$ cat src/guard_consts.vh
// Behaviour
// - Guard bit 7 hides main page-05h bytes D0h..D6h until access granted.
// - Guard bit 6 hides main page-05h mask area F8h..FFh.
// - Guard bit 5 hides main 80h..C7h on pages 04h, 02h, 03h.
// - Guard bit 4 hides main page-01h bytes F8h..FFh.
// - Guard bit 3 hides main page-01h bytes 80h..F7h.
// - Guard bit 2 hides lower main memory 00h..7Ah.
// - Guard bit 1 hides auxiliary bytes 80h..FFh.
// - Guard bit 0 hides auxiliary bytes 00h..7Fh.
// - Guard bit 1 means protected, 0 unprotected; guard byte resets to 00h.
// - 32-bit password at D3h..D6h, MSB at D3h, resets to zero.
// - Summary interrupt set by any alarm flag whose enable bit is 1.
// - Alarm byte F8h bits 7..0: temp, supply, mon1, mon2, each high then low.
// - Alarm byte F9h: mon3 high bit 7, low bit 6, bits 5..0 reserved.
// - Masked warning flags are ORed into the summary interrupt too.
// - Warning byte FAh uses the same bit order as alarm byte F8h.
// - Warning byte FBh: mon3 high bit 7, low bit 6, bits 5..0 reserved.
// - Bank-select bit picks which of two mask sets feeds the summary interrupt.
// - Bank-select 0 uses page-05h masks, 1 uses page-01h masks.
// - Answer slave addresses A0h and A2h; otherwise ignore until next start.
`ifndef GUARD_CONSTS_VH
`define GUARD_CONSTS_VH

// ----------------------------------------
// Slave addresses (upper seven bits)
// ----------------------------------------
`define SLV_AUX 7'h50
`define SLV_MAIN 7'h51

// ----------------------------------------
// Pages
// ----------------------------------------
`define PAGE_USER 8'h01
`define PAGE_LUT_A 8'h02
`define PAGE_LUT_B 8'h03
`define PAGE_THRESH 8'h04
`define PAGE_PW 8'h05

// ----------------------------------------
// Register offsets
// ----------------------------------------
`define OFS_GUARD 8'hD2
`define OFS_KEY0 8'hD3
`define OFS_KEY1 8'hD4
`define OFS_KEY2 8'hD5
`define OFS_KEY3 8'hD6
`define OFS_ALM0 8'hF8
`define OFS_ALM1 8'hF9
`define OFS_WRN0 8'hFA
`define OFS_WRN1 8'hFB

// ----------------------------------------
// Protected range bounds
// ----------------------------------------
`define PW_BLK_LO 8'hD0
`define PW_BLK_HI 8'hD6
`define MASK_BLK_LO 8'hF8
`define THR_BLK_HI 8'hC7
`define USER_BLK_HI 8'hF7
`define LOWER_BLK_HI 8'h7A

// ----------------------------------------
// Guard bit positions
// ----------------------------------------
`define G_PW_BLK 7
`define G_MASK_PW 6
`define G_THR 5
`define G_MASK_USER 4
`define G_USER 3
`define G_LOWER 2
`define G_AUX_HI 1
`define G_AUX_LO 0

// ----------------------------------------
// Reset and fixed values
// ----------------------------------------
`define GUARD_RST 8'h00
`define PW_RST 32'h00000000
`define MASK_RST 8'h00
`define MASK_HI_RST 2'h0
`define PROT_VALUE 8'hFF

`endif

$ cat src/pin_sync.v
`timescale 1ns/10ps
// Three-stage pin synchroniser; level moves once stages two and three agree
module pin_sync (
  input wire core_clk,
  input wire rstn,
  input wire pin_i,
  output wire level_o
);
  reg s1_q;
  reg s2_q;
  reg s3_q;
  reg level_q;

  // Sample chain and agreement filter
  always @(posedge core_clk) begin
    if (!rstn) begin
      s1_q <= 1'b1;
      s2_q <= 1'b1;
      s3_q <= 1'b1;
      level_q <= 1'b1;
    end else begin
      s1_q <= pin_i;
      s2_q <= s1_q;
      s3_q <= s2_q;
      if (s2_q == s3_q) begin
        level_q <= s3_q;
      end
    end
  end

  assign level_o = level_q;
endmodule // pin_sync

$ cat src/password_read_guard_and_alert_masks.v
`timescale 1ns/10ps
`include "guard_consts.vh"
module password_read_guard_and_alert_masks (
  input wire core_clk,
  input wire rstn,
  input wire scl_i,
  input wire sda_i,
  output wire sda_o,
  output wire sda_oe,
  input wire [7:0] table_select,
  input wire bank_select,
  input wire access_granted,
  input wire [9:0] alarm_flags,
  input wire [9:0] warning_flags,
  input wire [7:0] ext_rdata,
  output wire [7:0] ext_addr,
  output wire ext_aux,
  output wire [7:0] ext_wdata,
  output wire ext_we,
  output wire [7:0] read_guard,
  output wire [31:0] password_value,
  output wire summary_interrupt_flag
);
  // ----------------------------------------
  // States
  // ----------------------------------------
  localparam [6:0] ST_IDLE = 7'b0000001;
  localparam [6:0] ST_ADDR = 7'b0000010;
  localparam [6:0] ST_ACK = 7'b0000100;
  localparam [6:0] ST_RX = 7'b0001000;
  localparam [6:0] ST_TX = 7'b0010000;
  localparam [6:0] ST_TACK = 7'b0100000;
  localparam [6:0] ST_WAIT = 7'b1000000;

  wire scl_s;
  wire sda_s;
  reg scl_d1_q;
  reg sda_d1_q;
  reg [6:0] state_q;
  reg [3:0] bitcnt_q;
  reg [7:0] shreg_q;
  reg [7:0] tx_q;
  reg [7:0] addr_q;
  reg aux_q;
  reg rw_q;
  reg first_q;
  reg ack_q;
  reg oe_q;
  reg [7:0] wdata_q;
  reg we_q;
  reg [7:0] guard_q;
  reg [31:0] pw_q;
  reg [7:0] alm0_q;
  reg [1:0] alm1_q;
  reg [7:0] wrn0_q;
  reg [1:0] wrn1_q;
  reg [7:0] alt_alm0_q;
  reg [1:0] alt_alm1_q;
  reg [7:0] alt_wrn0_q;
  reg [1:0] alt_wrn1_q;
  reg summary_q;
  reg [7:0] rd_byte;
  reg prot_hit;
  reg [9:0] alm_mask;
  reg [9:0] wrn_mask;

  // ----------------------------------------
  // Pin sampling and bus events
  // ----------------------------------------
  pin_sync u_scl_sync (
    .core_clk(core_clk),
    .rstn(rstn),
    .pin_i(scl_i),
    .level_o(scl_s)
  );

  pin_sync u_sda_sync (
    .core_clk(core_clk),
    .rstn(rstn),
    .pin_i(sda_i),
    .level_o(sda_s)
  );

  // Previous filtered levels for edge finding
  always @(posedge core_clk) begin
    if (!rstn) begin
      scl_d1_q <= 1'b1;
      sda_d1_q <= 1'b1;
    end else begin
      scl_d1_q <= scl_s;
      sda_d1_q <= sda_s;
    end
  end

  wire scl_rise = scl_s & ~scl_d1_q;
  wire scl_fall = ~scl_s & scl_d1_q;
  wire start_det = scl_s & scl_d1_q & sda_d1_q & ~sda_s;
  wire stop_det = scl_s & scl_d1_q & ~sda_d1_q & sda_s;

  // ----------------------------------------
  // Address decode
  // ----------------------------------------
  wire main_hi = ~aux_q & addr_q[7];
  wire on_pw_page = main_hi & (table_select == `PAGE_PW);
  wire on_user_page = main_hi & (table_select == `PAGE_USER);
  wire on_thr_page = main_hi & ((table_select == `PAGE_THRESH) | (table_select == `PAGE_LUT_A) |
                                (table_select == `PAGE_LUT_B));
  wire in_mask_area = (addr_q >= `MASK_BLK_LO);
  wire hit_guard = on_pw_page & (addr_q == `OFS_GUARD);
  wire hit_pw = on_pw_page & (addr_q >= `OFS_KEY0) & (addr_q <= `OFS_KEY3);
  wire hit_mask = (on_pw_page | on_user_page) & (addr_q >= `OFS_ALM0) & (addr_q <= `OFS_WRN1);
  wire hit_internal = hit_guard | hit_pw | hit_mask;

  // Protection lookup, evaluated from the live guard byte
  always @* begin
    prot_hit = 1'b0;
    if (aux_q) begin
      prot_hit = addr_q[7] ? guard_q[`G_AUX_HI] : guard_q[`G_AUX_LO];
    end else if (!addr_q[7]) begin
      prot_hit = (addr_q <= `LOWER_BLK_HI) & guard_q[`G_LOWER];
    end else if (on_pw_page) begin
      if ((addr_q >= `PW_BLK_LO) & (addr_q <= `PW_BLK_HI)) begin
        prot_hit = guard_q[`G_PW_BLK];
      end else if (in_mask_area) begin
        prot_hit = guard_q[`G_MASK_PW];
      end
    end else if (on_thr_page) begin
      prot_hit = (addr_q <= `THR_BLK_HI) & guard_q[`G_THR];
    end else if (on_user_page) begin
      prot_hit = in_mask_area ? guard_q[`G_MASK_USER] :
                 ((addr_q <= `USER_BLK_HI) & guard_q[`G_USER]);
    end
  end

  // Read value for the current address
  always @* begin
    rd_byte = ext_rdata;
    if (on_pw_page) begin
      case (addr_q)
        `OFS_GUARD: rd_byte = guard_q;
        `OFS_KEY0: rd_byte = pw_q[31:24];
        `OFS_KEY1: rd_byte = pw_q[23:16];
        `OFS_KEY2: rd_byte = pw_q[15:8];
        `OFS_KEY3: rd_byte = pw_q[7:0];
        `OFS_ALM0: rd_byte = alm0_q;
        `OFS_ALM1: rd_byte = {alm1_q, 6'h00};
        `OFS_WRN0: rd_byte = wrn0_q;
        `OFS_WRN1: rd_byte = {wrn1_q, 6'h00};
        default: rd_byte = ext_rdata;
      endcase
    end else if (on_user_page) begin
      case (addr_q)
        `OFS_ALM0: rd_byte = alt_alm0_q;
        `OFS_ALM1: rd_byte = {alt_alm1_q, 6'h00};
        `OFS_WRN0: rd_byte = alt_wrn0_q;
        `OFS_WRN1: rd_byte = {alt_wrn1_q, 6'h00};
        default: rd_byte = ext_rdata;
      endcase
    end
    if (prot_hit & ~access_granted) begin
      rd_byte = `PROT_VALUE;
    end
  end

  // ----------------------------------------
  // Serial slave state machine
  // ----------------------------------------
  always @(posedge core_clk) begin
    if (!rstn) begin
      state_q <= ST_IDLE;
      bitcnt_q <= 4'h0;
      shreg_q <= 8'h00;
      tx_q <= 8'h00;
      addr_q <= 8'h00;
      aux_q <= 1'b0;
      rw_q <= 1'b0;
      first_q <= 1'b0;
      ack_q <= 1'b0;
      oe_q <= 1'b0;
      wdata_q <= 8'h00;
      we_q <= 1'b0;
    end else begin
      we_q <= 1'b0;
      if (start_det) begin
        state_q <= ST_ADDR;
        bitcnt_q <= 4'h0;
        oe_q <= 1'b0;
      end else if (stop_det) begin
        state_q <= ST_IDLE;
        oe_q <= 1'b0;
      end else begin
        case (state_q)
          ST_ADDR, ST_RX: begin
            if (scl_rise && bitcnt_q != 4'h8) begin
              shreg_q <= {shreg_q[6:0], sda_s};
              bitcnt_q <= bitcnt_q + 4'h1;
            end else if (scl_fall && bitcnt_q == 4'h8) begin
              if (state_q == ST_ADDR) begin
                if (shreg_q[7:1] == `SLV_MAIN || shreg_q[7:1] == `SLV_AUX) begin
                  aux_q <= (shreg_q[7:1] != `SLV_MAIN);
                  rw_q <= shreg_q[0];
                  first_q <= ~shreg_q[0];
                  oe_q <= 1'b1;
                  state_q <= ST_ACK;
                end else begin
                  state_q <= ST_WAIT;
                end
              end else begin
                oe_q <= 1'b1;
                state_q <= ST_ACK;
                if (first_q) begin
                  addr_q <= shreg_q;
                  first_q <= 1'b0;
                end else begin
                  // Internal bytes stay here, others go out; address wraps in its row
                  we_q <= ~hit_internal;
                  wdata_q <= shreg_q;
                  addr_q <= {addr_q[7:3], addr_q[2:0] + 3'h1};
                end
              end
            end
          end
          ST_ACK: begin
            if (scl_fall) begin
              bitcnt_q <= 4'h0;
              if (rw_q) begin
                tx_q <= rd_byte;
                oe_q <= ~rd_byte[7];
                state_q <= ST_TX;
              end else begin
                oe_q <= 1'b0;
                state_q <= ST_RX;
              end
            end
          end
          ST_TX: begin
            if (scl_fall) begin
              if (bitcnt_q == 4'h7) begin
                oe_q <= 1'b0;
                addr_q <= addr_q + 8'h01;
                state_q <= ST_TACK;
              end else begin
                tx_q <= {tx_q[6:0], 1'b0};
                oe_q <= ~tx_q[6];
                bitcnt_q <= bitcnt_q + 4'h1;
              end
            end
          end
          ST_TACK: begin
            if (scl_rise) begin
              ack_q <= ~sda_s;
            end else if (scl_fall) begin
              if (ack_q) begin
                tx_q <= rd_byte;
                oe_q <= ~rd_byte[7];
                bitcnt_q <= 4'h0;
                state_q <= ST_TX;
              end else begin
                state_q <= ST_WAIT;
              end
            end
          end
          ST_IDLE, ST_WAIT: begin
            oe_q <= 1'b0;
          end
          default: begin
            state_q <= ST_IDLE;
            oe_q <= 1'b0;
          end
        endcase
      end
    end
  end

  // Register store write when a data byte completes
  wire reg_wr = (state_q == ST_RX) & scl_fall & (bitcnt_q == 4'h8) & ~first_q & ~start_det & ~stop_det;

  // ----------------------------------------
  // Register bank
  // ----------------------------------------
  always @(posedge core_clk) begin
    if (!rstn) begin
      guard_q <= `GUARD_RST;
      pw_q <= `PW_RST;
      alm0_q <= `MASK_RST;
      alm1_q <= `MASK_HI_RST;
      wrn0_q <= `MASK_RST;
      wrn1_q <= `MASK_HI_RST;
      alt_alm0_q <= `MASK_RST;
      alt_alm1_q <= `MASK_HI_RST;
      alt_wrn0_q <= `MASK_RST;
      alt_wrn1_q <= `MASK_HI_RST;
    end else if (reg_wr) begin
      if (on_pw_page) begin
        case (addr_q)
          `OFS_GUARD: guard_q <= shreg_q;
          `OFS_KEY0: pw_q[31:24] <= shreg_q;
          `OFS_KEY1: pw_q[23:16] <= shreg_q;
          `OFS_KEY2: pw_q[15:8] <= shreg_q;
          `OFS_KEY3: pw_q[7:0] <= shreg_q;
          `OFS_ALM0: alm0_q <= shreg_q;
          `OFS_ALM1: alm1_q <= shreg_q[7:6];
          `OFS_WRN0: wrn0_q <= shreg_q;
          `OFS_WRN1: wrn1_q <= shreg_q[7:6];
          default: guard_q <= guard_q;
        endcase
      end else if (on_user_page) begin
        case (addr_q)
          `OFS_ALM0: alt_alm0_q <= shreg_q;
          `OFS_ALM1: alt_alm1_q <= shreg_q[7:6];
          `OFS_WRN0: alt_wrn0_q <= shreg_q;
          `OFS_WRN1: alt_wrn1_q <= shreg_q[7:6];
          default: guard_q <= guard_q;
        endcase
      end
    end
  end

  // ----------------------------------------
  // Summary interrupt
  // ----------------------------------------
  // Mask set selection by the bank-select bit
  always @* begin
    if (bank_select) begin
      alm_mask = {alt_alm0_q, alt_alm1_q};
      wrn_mask = {alt_wrn0_q, alt_wrn1_q};
    end else begin
      alm_mask = {alm0_q, alm1_q};
      wrn_mask = {wrn0_q, wrn1_q};
    end
  end

  // Registered OR of masked alarm and warning flags
  always @(posedge core_clk) begin
    if (!rstn) begin
      summary_q <= 1'b0;
    end else begin
      summary_q <= (|(alarm_flags & alm_mask)) | (|(warning_flags & wrn_mask));
    end
  end

  // ----------------------------------------
  // Outputs
  // ----------------------------------------
  assign sda_o = 1'b0;
  assign sda_oe = oe_q;
  assign ext_addr = addr_q;
  assign ext_aux = aux_q;
  assign ext_wdata = wdata_q;
  assign ext_we = we_q;
  assign read_guard = guard_q;
  assign password_value = pw_q;
  assign summary_interrupt_flag = summary_q;
endmodule // password_read_guard_and_alert_masks

$ cat config.mk
export PLATFORM = sky130hd
export DESIGN_NAME = password_read_guard_and_alert_masks
export DESIGN_NICKNAME = d
export VERILOG_FILES = /design/src/pin_sync.v /design/src/password_read_guard_and_alert_masks.v
export VERILOG_INCLUDE_DIRS = /design/src
export SDC_FILE = /design/constraint.sdc
export NUM_CORES = 1
export LEC_CHECK = 0
export BUFFER_PORTS_ARGS = -buffer_cell sky130_fd_sc_hd__buf_2
export CORE_MARGIN = 1
export CORE_UTILIZATION = 50
export DETAILED_ROUTE_END_ITERATION = 10
export PLACE_DENSITY = 0.83
export REMOVE_ABC_BUFFERS = 1
export SYNTH_ARGS = -nofsm -noshare
export SYNTH_HDL_FRONTEND = slang
export SYNTH_SLANG_ARGS = --single-unit
$ cat constraint.sdc
create_clock -name core_clk -period 2.6 [get_ports core_clk]
set_clock_uncertainty 0.1 [all_clocks]
set_input_delay 0.52 -clock core_clk [delete_from_list [all_inputs] [get_ports core_clk]]
set_output_delay 0.52 -clock core_clk [all_outputs]
set_load 0.01 [all_outputs]
==> results of run 1 <==
[cell families (layout without fill, tap and decap cells)]
logic type               after synthesis  in the layout  synth area share
XOR/XNOR                               7              7           0.00859
adder cells (fa/ha/maj)                7              7            0.0123
other                                  1              1          0.000526
flip-flops                           139            139             0.390
multiplexers                          48             48            0.0708
AO/OA/AOI/OAI                        245            245             0.220
AND/OR/NAND/NOR                      355            356             0.244
buffers and inverters                 90            220            0.0542
[stage by stage]
| stage | cell area, um^2 | setup slack, ps |
|---|---|---|
| after floorplan | 6800 | -927 |
| after global placement | 8060 | -30.9 |
| after detailed placement | 8060 | -84.6 |
| final | 9050 | -69.1 |
| after CTS | 8650 | -7.23 |
| after global routing | 9050 | -144 |
[critical path, delay by kind of cell, from the launching register on]
kind	cells	cell delay [ps]
DFF	1	330
adders and majority gates	1	120
and+or+nand+nor	5	1410
buffers and inverters	3	410
AOI/OAI and AO/OA	1	220
[state kept, by name, indices dropped and copies added (netlist names), 2 cells and up]
signal	flops
password_value	32
alm0_q	8
alt_alm0_q	8
alt_wrn0_q	8
ext_addr	8
ext_wdata	8
read_guard	8
shreg_q	8
wrn0_q	8
state_q	7
tx_q	7
bitcnt_q	4
alm1_q	2
alt_alm1_q	2
alt_wrn1_q	2
wrn1_q	2
[cell type report]
class	count	area, um^2
timing repair buffer	175	1170
tap	180	225
inverter	14	52.6
sequential	139	2790
fill	1138	4830
clock inverter	9	111
multi-input combinational	664	4230
clock buffer	22	474
[how the worst max path moves through the flow]
stage | end | slack, ps | cells after the start
5_1_grt | alt_wrn0_q[1] | -140 | 10
4_1_cts | wrn0_q[0] | -7 | 10
3_3_place_gp | password_value[3] | -30 | 8
2_1_floorplan | tx_q[6] | -930 | 9
3_5_place_dp | password_value[4] | -80 | 8
6_report | alt_wrn0_q[1] | -70 | 10
[Yosys cell counts (8+ instances only)]
cell      number
a21oi_1      106
mux2_2        20
nand2_1      113
o22ai_1        8
nand3_1       87
mux2i_1       28
inv_1         12
a31oi_1        8
clkbuf_1      54
nor3_1        10
o211ai_1       8
nor2_1        75
buf_2         11
a22oi_1       36
o21ai_0       26
dfxtp_1      139
nand2b_1      10
[metal layers]
layer | up-vias | share of wire | GRT usage
li1 | 3466 | - | -
met1 | 3478 | 0.41 | 0.417
met2 | 495 | 0.44 | 0.439
met3 | 70 | 0.11 | 0.0667
met4 | 0 | 0.041 | 0.153
met5 | - | 0 | 0
[report_power, final]
| part | switching [uW] | internal (uW) | leakage (uW) |
|---|---|---|---|
| Combinational | 83.6 | 50.8 | 0.00227 |
| Clock | 931 | 1490 | 0.000283 |
| Sequential | 3.37 | 2140 | 0.00112 |
[repair_timing]
item / 4_1_cts / 5_1_grt
setup buffers: 0 / 11
gates resized for setup: 4 / 71
pin swaps: 0 / 22
setup endpoints to repair: 30 / 88
hold buffers: 0 / 0
gates cloned: 0 / 2
==> flow_metrics.env, run 1 <==
export IMPL_via_count_normalized_by_instance_count=6.24
export IMPL_vdd_drop_max_mv=0.557
export IMPL_cap_viol_max_count=0
export IMPL_timing_critical_path_arrival_ps=2910
export IMPL_failing_checks="setup timing"
export IMPL_postSynthAreaPerCell_um2=8.00
export IMPL_grt_remaining_overflow=0
export IMPL_ys_seq_area_frac=0.390
export IMPL_grt_antenna_before_repair=0
export IMPL_run_status="complete, but fails checks"
export IMPL_placed_cells_incl_taps=1160
export IMPL_rows=43
export IMPL_total_power_uw=4690
export IMPL_timing_worst_slew_pin_value_ps=767
export IMPL_worst_hold_path_endpoint="u_sda_sync.s1_q"
export IMPL_hold_start="sda_i"
export IMPL_r2r_setup_slack_ps=-70
export IMPL_largest_net_degree_at_the_start_of_global_routing=54
export IMPL_worst_path_max_delay_cell="or4_4"
export IMPL_rsz_0062_raised_after_global_routing="yes"
export IMPL_chipHeight_um=121
export IMPL_maxClockFrequency_mhz=375
export IMPL_clkLatencyLatePin_ps=420
export IMPL_placeableCoreArea_um2=13900
export IMPL_setup_violations=8
export IMPL_cts_root_buf="clkbuf_16"
export IMPL_crit_type="reg2reg"
export IMPL_hold_ws_ps=179
export IMPL_diodes=0
export IMPL_worst_ep_required_time_ps=2850
export IMPL_yosys_area_top_type_share=0.390
export IMPL_synth_yosys_warnings=0
export IMPL_tritoncts="done"
export IMPL_syn_area_um2=7140
export IMPL_port_buffer_count=101
export IMPL_crit_path_max_fanout=7
export IMPL_route_detailed_wl_per_inst_um=19.1
export IMPL_cp_start_kind="register"
export IMPL_tns_ps=-198
export IMPL_synth_distinct_cells=78
export IMPL_cts_path_max_buffers=2
export IMPL_max_stage_delay_ps=580
export IMPL_setup_worst_path_end_class="register"
export IMPL_period_needed_ps=2670
export IMPL_synth_main_ff_cell="dfxtp_1"
export IMPL_drtAntennaViolNets=0
export IMPL_highest_count_cells_in_the_layout_ignoring_fill_and_taps="dfxtp_1 (137), buf_2 (102), nand2_1 (99), a21oi_1 (96), nand3_1 (80)"
export IMPL_asr_flop_ratio_synth=0
export IMPL_reg2reg_to="alt_wrn0_q[1]"
export IMPL_synth_area_top_cells="dfxtp_1 (39%), a21oi_1 (7.4%), nand3_1 (6.1%)"
export IMPL_nNetsFinal=1060
export IMPL_post_route_period_util=1.03
export IMPL_crit_chain="inv_2 > ha_4 > nand3b_1 > or2_4 > or4_4 > nor4_4 > buf_6 > buf_6 > nand3_4 > a21oi_2"
export IMPL_worstHoldPathType="in2reg"
export IMPL_die_width_um=121
export IMPL_timing_critical_path_from="bitcnt_q[1]"
export IMPL_start_util=0.514
export IMPL_reg2regPathDepth=10
export IMPL_postSynthCellCount=892
export IMPL_layout_cells_most_common="dfxtp_1"
export IMPL_num_io_pins=103
export IMPL_place_gp_congestion=0.994
export IMPL_postLayoutSetupSlackWorst_ps=-69.1
export IMPL_remaining_drc_errors=0
export IMPL_synthesis_to_layout_area_growth_pct=26.8
export IMPL_fraction_of_layout_cells_with_a_size_suffix_above_1=0.289
export IMPL_power_density_nw_per_um2=519
export IMPL_max_slew_margin_rel=0.488
export IMPL_wire_length_of_the_first_global_routing_pass_mm=33.9
export IMPL_first_pass_iters=6
export IMPL_total_clock_buffers_created_by_cts=17
export IMPL_path_common_cell="buf_6"
export IMPL_clock_tree_htree_level_count=4
export IMPL_p_leak_uw=0.00368
export IMPL_place_hpwl_mm=15.2
export IMPL_synth_ff_latch_count=139
export IMPL_slew_violations=0
export IMPL_number_of_global_route_vias_before_repair=6381
export IMPL_clk_pin_slew_worst_paths_ps=60
export IMPL_dieArea_um2=14800
export IMPL_synth_enable_flop_cells=0
export IMPL_final_core_utilization=0.652
export IMPL_hold_depth=2
export IMPL_wirelength_mm=23.0
export IMPL_timing_hold_violations_final=0
export IMPL_cts_sink_count=139
export IMPL_drtIter0Drc=971
export IMPL_worstReg2RegStart="bitcnt_q[1]"
export IMPL_synth_top_area_cell="dfxtp_1"
export IMPL_global_route_usage_total=0.302
export IMPL_detailroute_via_count=7509
export IMPL_layoutNonFillerInstCount=1203
Power figures use the tool's default switching activity.
==> run 2: changes to the inputs <==
PLACE_DENSITY = 0.74   (was 0.83)
==> flow_metrics.env, run 2 (same netlist as run 1, synthesis figures left out) <==
export IMPL_run_status="complete, no violations"
export IMPL_chipHeight_um=121
export IMPL_wirelength_mm=23.1
export IMPL_place_hpwl_mm=15.2
export IMPL_global_route_usage_total=0.308
export IMPL_timing_hold_violations_final=0
export IMPL_worst_path_max_delay_cell="or4b_4"
export IMPL_crit_path_max_fanout=9
export IMPL_maxClockFrequency_mhz=386
export IMPL_layout_cells_most_common="dfxtp_1"
export IMPL_worstReg2RegStart="bitcnt_q[1]"
export IMPL_postLayoutSetupSlackWorst_ps=9.55
export IMPL_rsz_0062_raised_after_global_routing="yes"
export IMPL_slew_violations=0
export IMPL_die_width_um=121
export IMPL_crit_type="reg2reg"
export IMPL_setup_worst_path_end_class="register"
export IMPL_rows=43
export IMPL_worstPathBufferInverterCount=1
export IMPL_p_leak_uw=0.00366
export IMPL_via_count_normalized_by_instance_count=6.24
export IMPL_diodes=0
export IMPL_detailroute_via_count=7542
export IMPL_post_route_period_util=0.996
export IMPL_wire_length_of_the_first_global_routing_pass_mm=34.5
export IMPL_highest_count_cells_in_the_layout_ignoring_fill_and_taps="dfxtp_1 (136), nand2_1 (104), buf_2 (101), a21oi_1 (100), nand3_1 (87)"
export IMPL_layoutNonFillerInstCount=1208
export IMPL_cts_hold_buffers_added=0
export IMPL_port_buffer_count=101
export IMPL_tritoncts="done"
export IMPL_route_detailed_wl_per_inst_um=19.1
export IMPL_placed_cells_incl_taps=1160
export IMPL_cap_viol_max_count=0
export IMPL_first_pass_iters=5
export IMPL_remaining_drc_errors=0
export IMPL_clkLatencyLatePin_ps=430
export IMPL_worst_ep_required_time_ps=2810
export IMPL_cp_start_kind="register"
export IMPL_number_of_global_route_vias_before_repair=6372
export IMPL_cts_root_buf="clkbuf_16"
export IMPL_vdd_drop_max_mv=0.430
export IMPL_num_io_pins=103
export IMPL_nNetsFinal=1064
export IMPL_grt_remaining_overflow=0
export IMPL_timing_worst_slew_pin_value_ps=799
export IMPL_clk_pin_slew_worst_paths_ps=60
export IMPL_timing_critical_path_from="bitcnt_q[1]"
export IMPL_worst_path_dominant_cell_family="simple AND/OR/NAND/NOR gates"
export IMPL_fraction_of_layout_cells_with_a_size_suffix_above_1=0.280
export IMPL_start_util=0.514
export IMPL_setup_violations=0
export IMPL_power_density_nw_per_um2=517
export IMPL_worstHoldPathType="in2reg"
export IMPL_max_slew_margin_rel=0.466
export IMPL_drtAntennaViolNets=0
export IMPL_cts_path_max_buffers=2
export IMPL_largest_net_degree_at_the_start_of_global_routing=69
export IMPL_crit_chain="inv_1 > ha_1 > nand3b_1 > or2_4 > or4_4 > or4b_4 > mux2i_1 > nor2_1"
export IMPL_total_clock_buffers_created_by_cts=17
export IMPL_place_ws_ps=-96.5
export IMPL_max_stage_delay_ps=660
export IMPL_grt_antenna_before_repair=0
export IMPL_cts_sink_count=139
export IMPL_synthesis_to_layout_area_growth_pct=27.0
export IMPL_dieArea_um2=14800
export IMPL_layout_filler_cells=1171
export IMPL_clock_tree_htree_level_count=4
export IMPL_placeableCoreArea_um2=13900
export IMPL_drtIter0Drc=991
export IMPL_timing_critical_path_arrival_ps=2800
export IMPL_hold_start="sda_i"
export IMPL_period_needed_ps=2590
export IMPL_largest_register_ffs=32
export IMPL_place_gp_congestion=0.953
run 2: cell types whose count changed in the layout (fill, tap and decap cells not counted), moves of 4 or more:
cell and delta:
nand3_1 +7, nand3_2 -6, nand2_1 +5, a21oi_1 +4, a21oi_2 -4
run 2: power by group:
group | switching (uW) | total, uW | internal (uW)
Sequential | 3.41 | 2140 | 2130
Combinational | 83.0 | 135 | 51.8
Clock | 972 | 2410 | 1440
run 2: repair_timing:
| item | 4_1_cts | 5_1_grt |
|---|---|---|
| resized for setup | 16 | 39 |
| buffers inserted | 3 | 11 |
| setup endpoints to repair | 23 | 82 |
| pin swaps | 3 | 9 |
| cloned | 1 | 2 |
run 2: worst paths after layout:
kind / end / slack, ps / cells past startpoint
setup reg to reg: password_value[3] / 10 / 8
setup / recovery: password_value[3] / 10 / 8
hold / removal: u_sda_sync.s1_q / 170 / 2
hold reg to reg: u_sda_sync.s2_q / 310 / 1
run 2: layout make-up:
class	count	area, um^2	area share
clock buffers	18	439	0.0485
clock inverters	14	145	0.0160
inverters	14	55.1	0.00608
multi-input cells	663	4130	0.456
flip-flops and latches	139	2790	0.308
well taps	180	225	0.0249
repair buffers	180	1280	0.141
run 2: metrics by stage:
step / utilization / setup TNS, ps / hold slack (ps) / total power, uW / instance area (um^2)
final: 0.653 / 0 / 172 / 4680 / 9060
after global routing: 0.653 / -574 / 179 / 4800 / 9060
after CTS: 0.631 / -58.7 / 156 / 4690 / 8760
after detailed placement: 0.581 / -131 / 293 / 2320 / 8070
after global placement: 0.581 / 0 / 292 / 2320 / 8070
after floorplan: - / -26900 / 286 / 2240 / 6800
run 2: per-layer routing:
metal | share of wire | wire (um) | GRT usage
met3 | 0.11 | 2480 | 0.0681
met4 | 0.028 | 650 | 0.125
met5 | 0 | 0 | 0
met2 | 0.44 | 10100 | 0.444
met1 | 0.43 | 9900 | 0.440
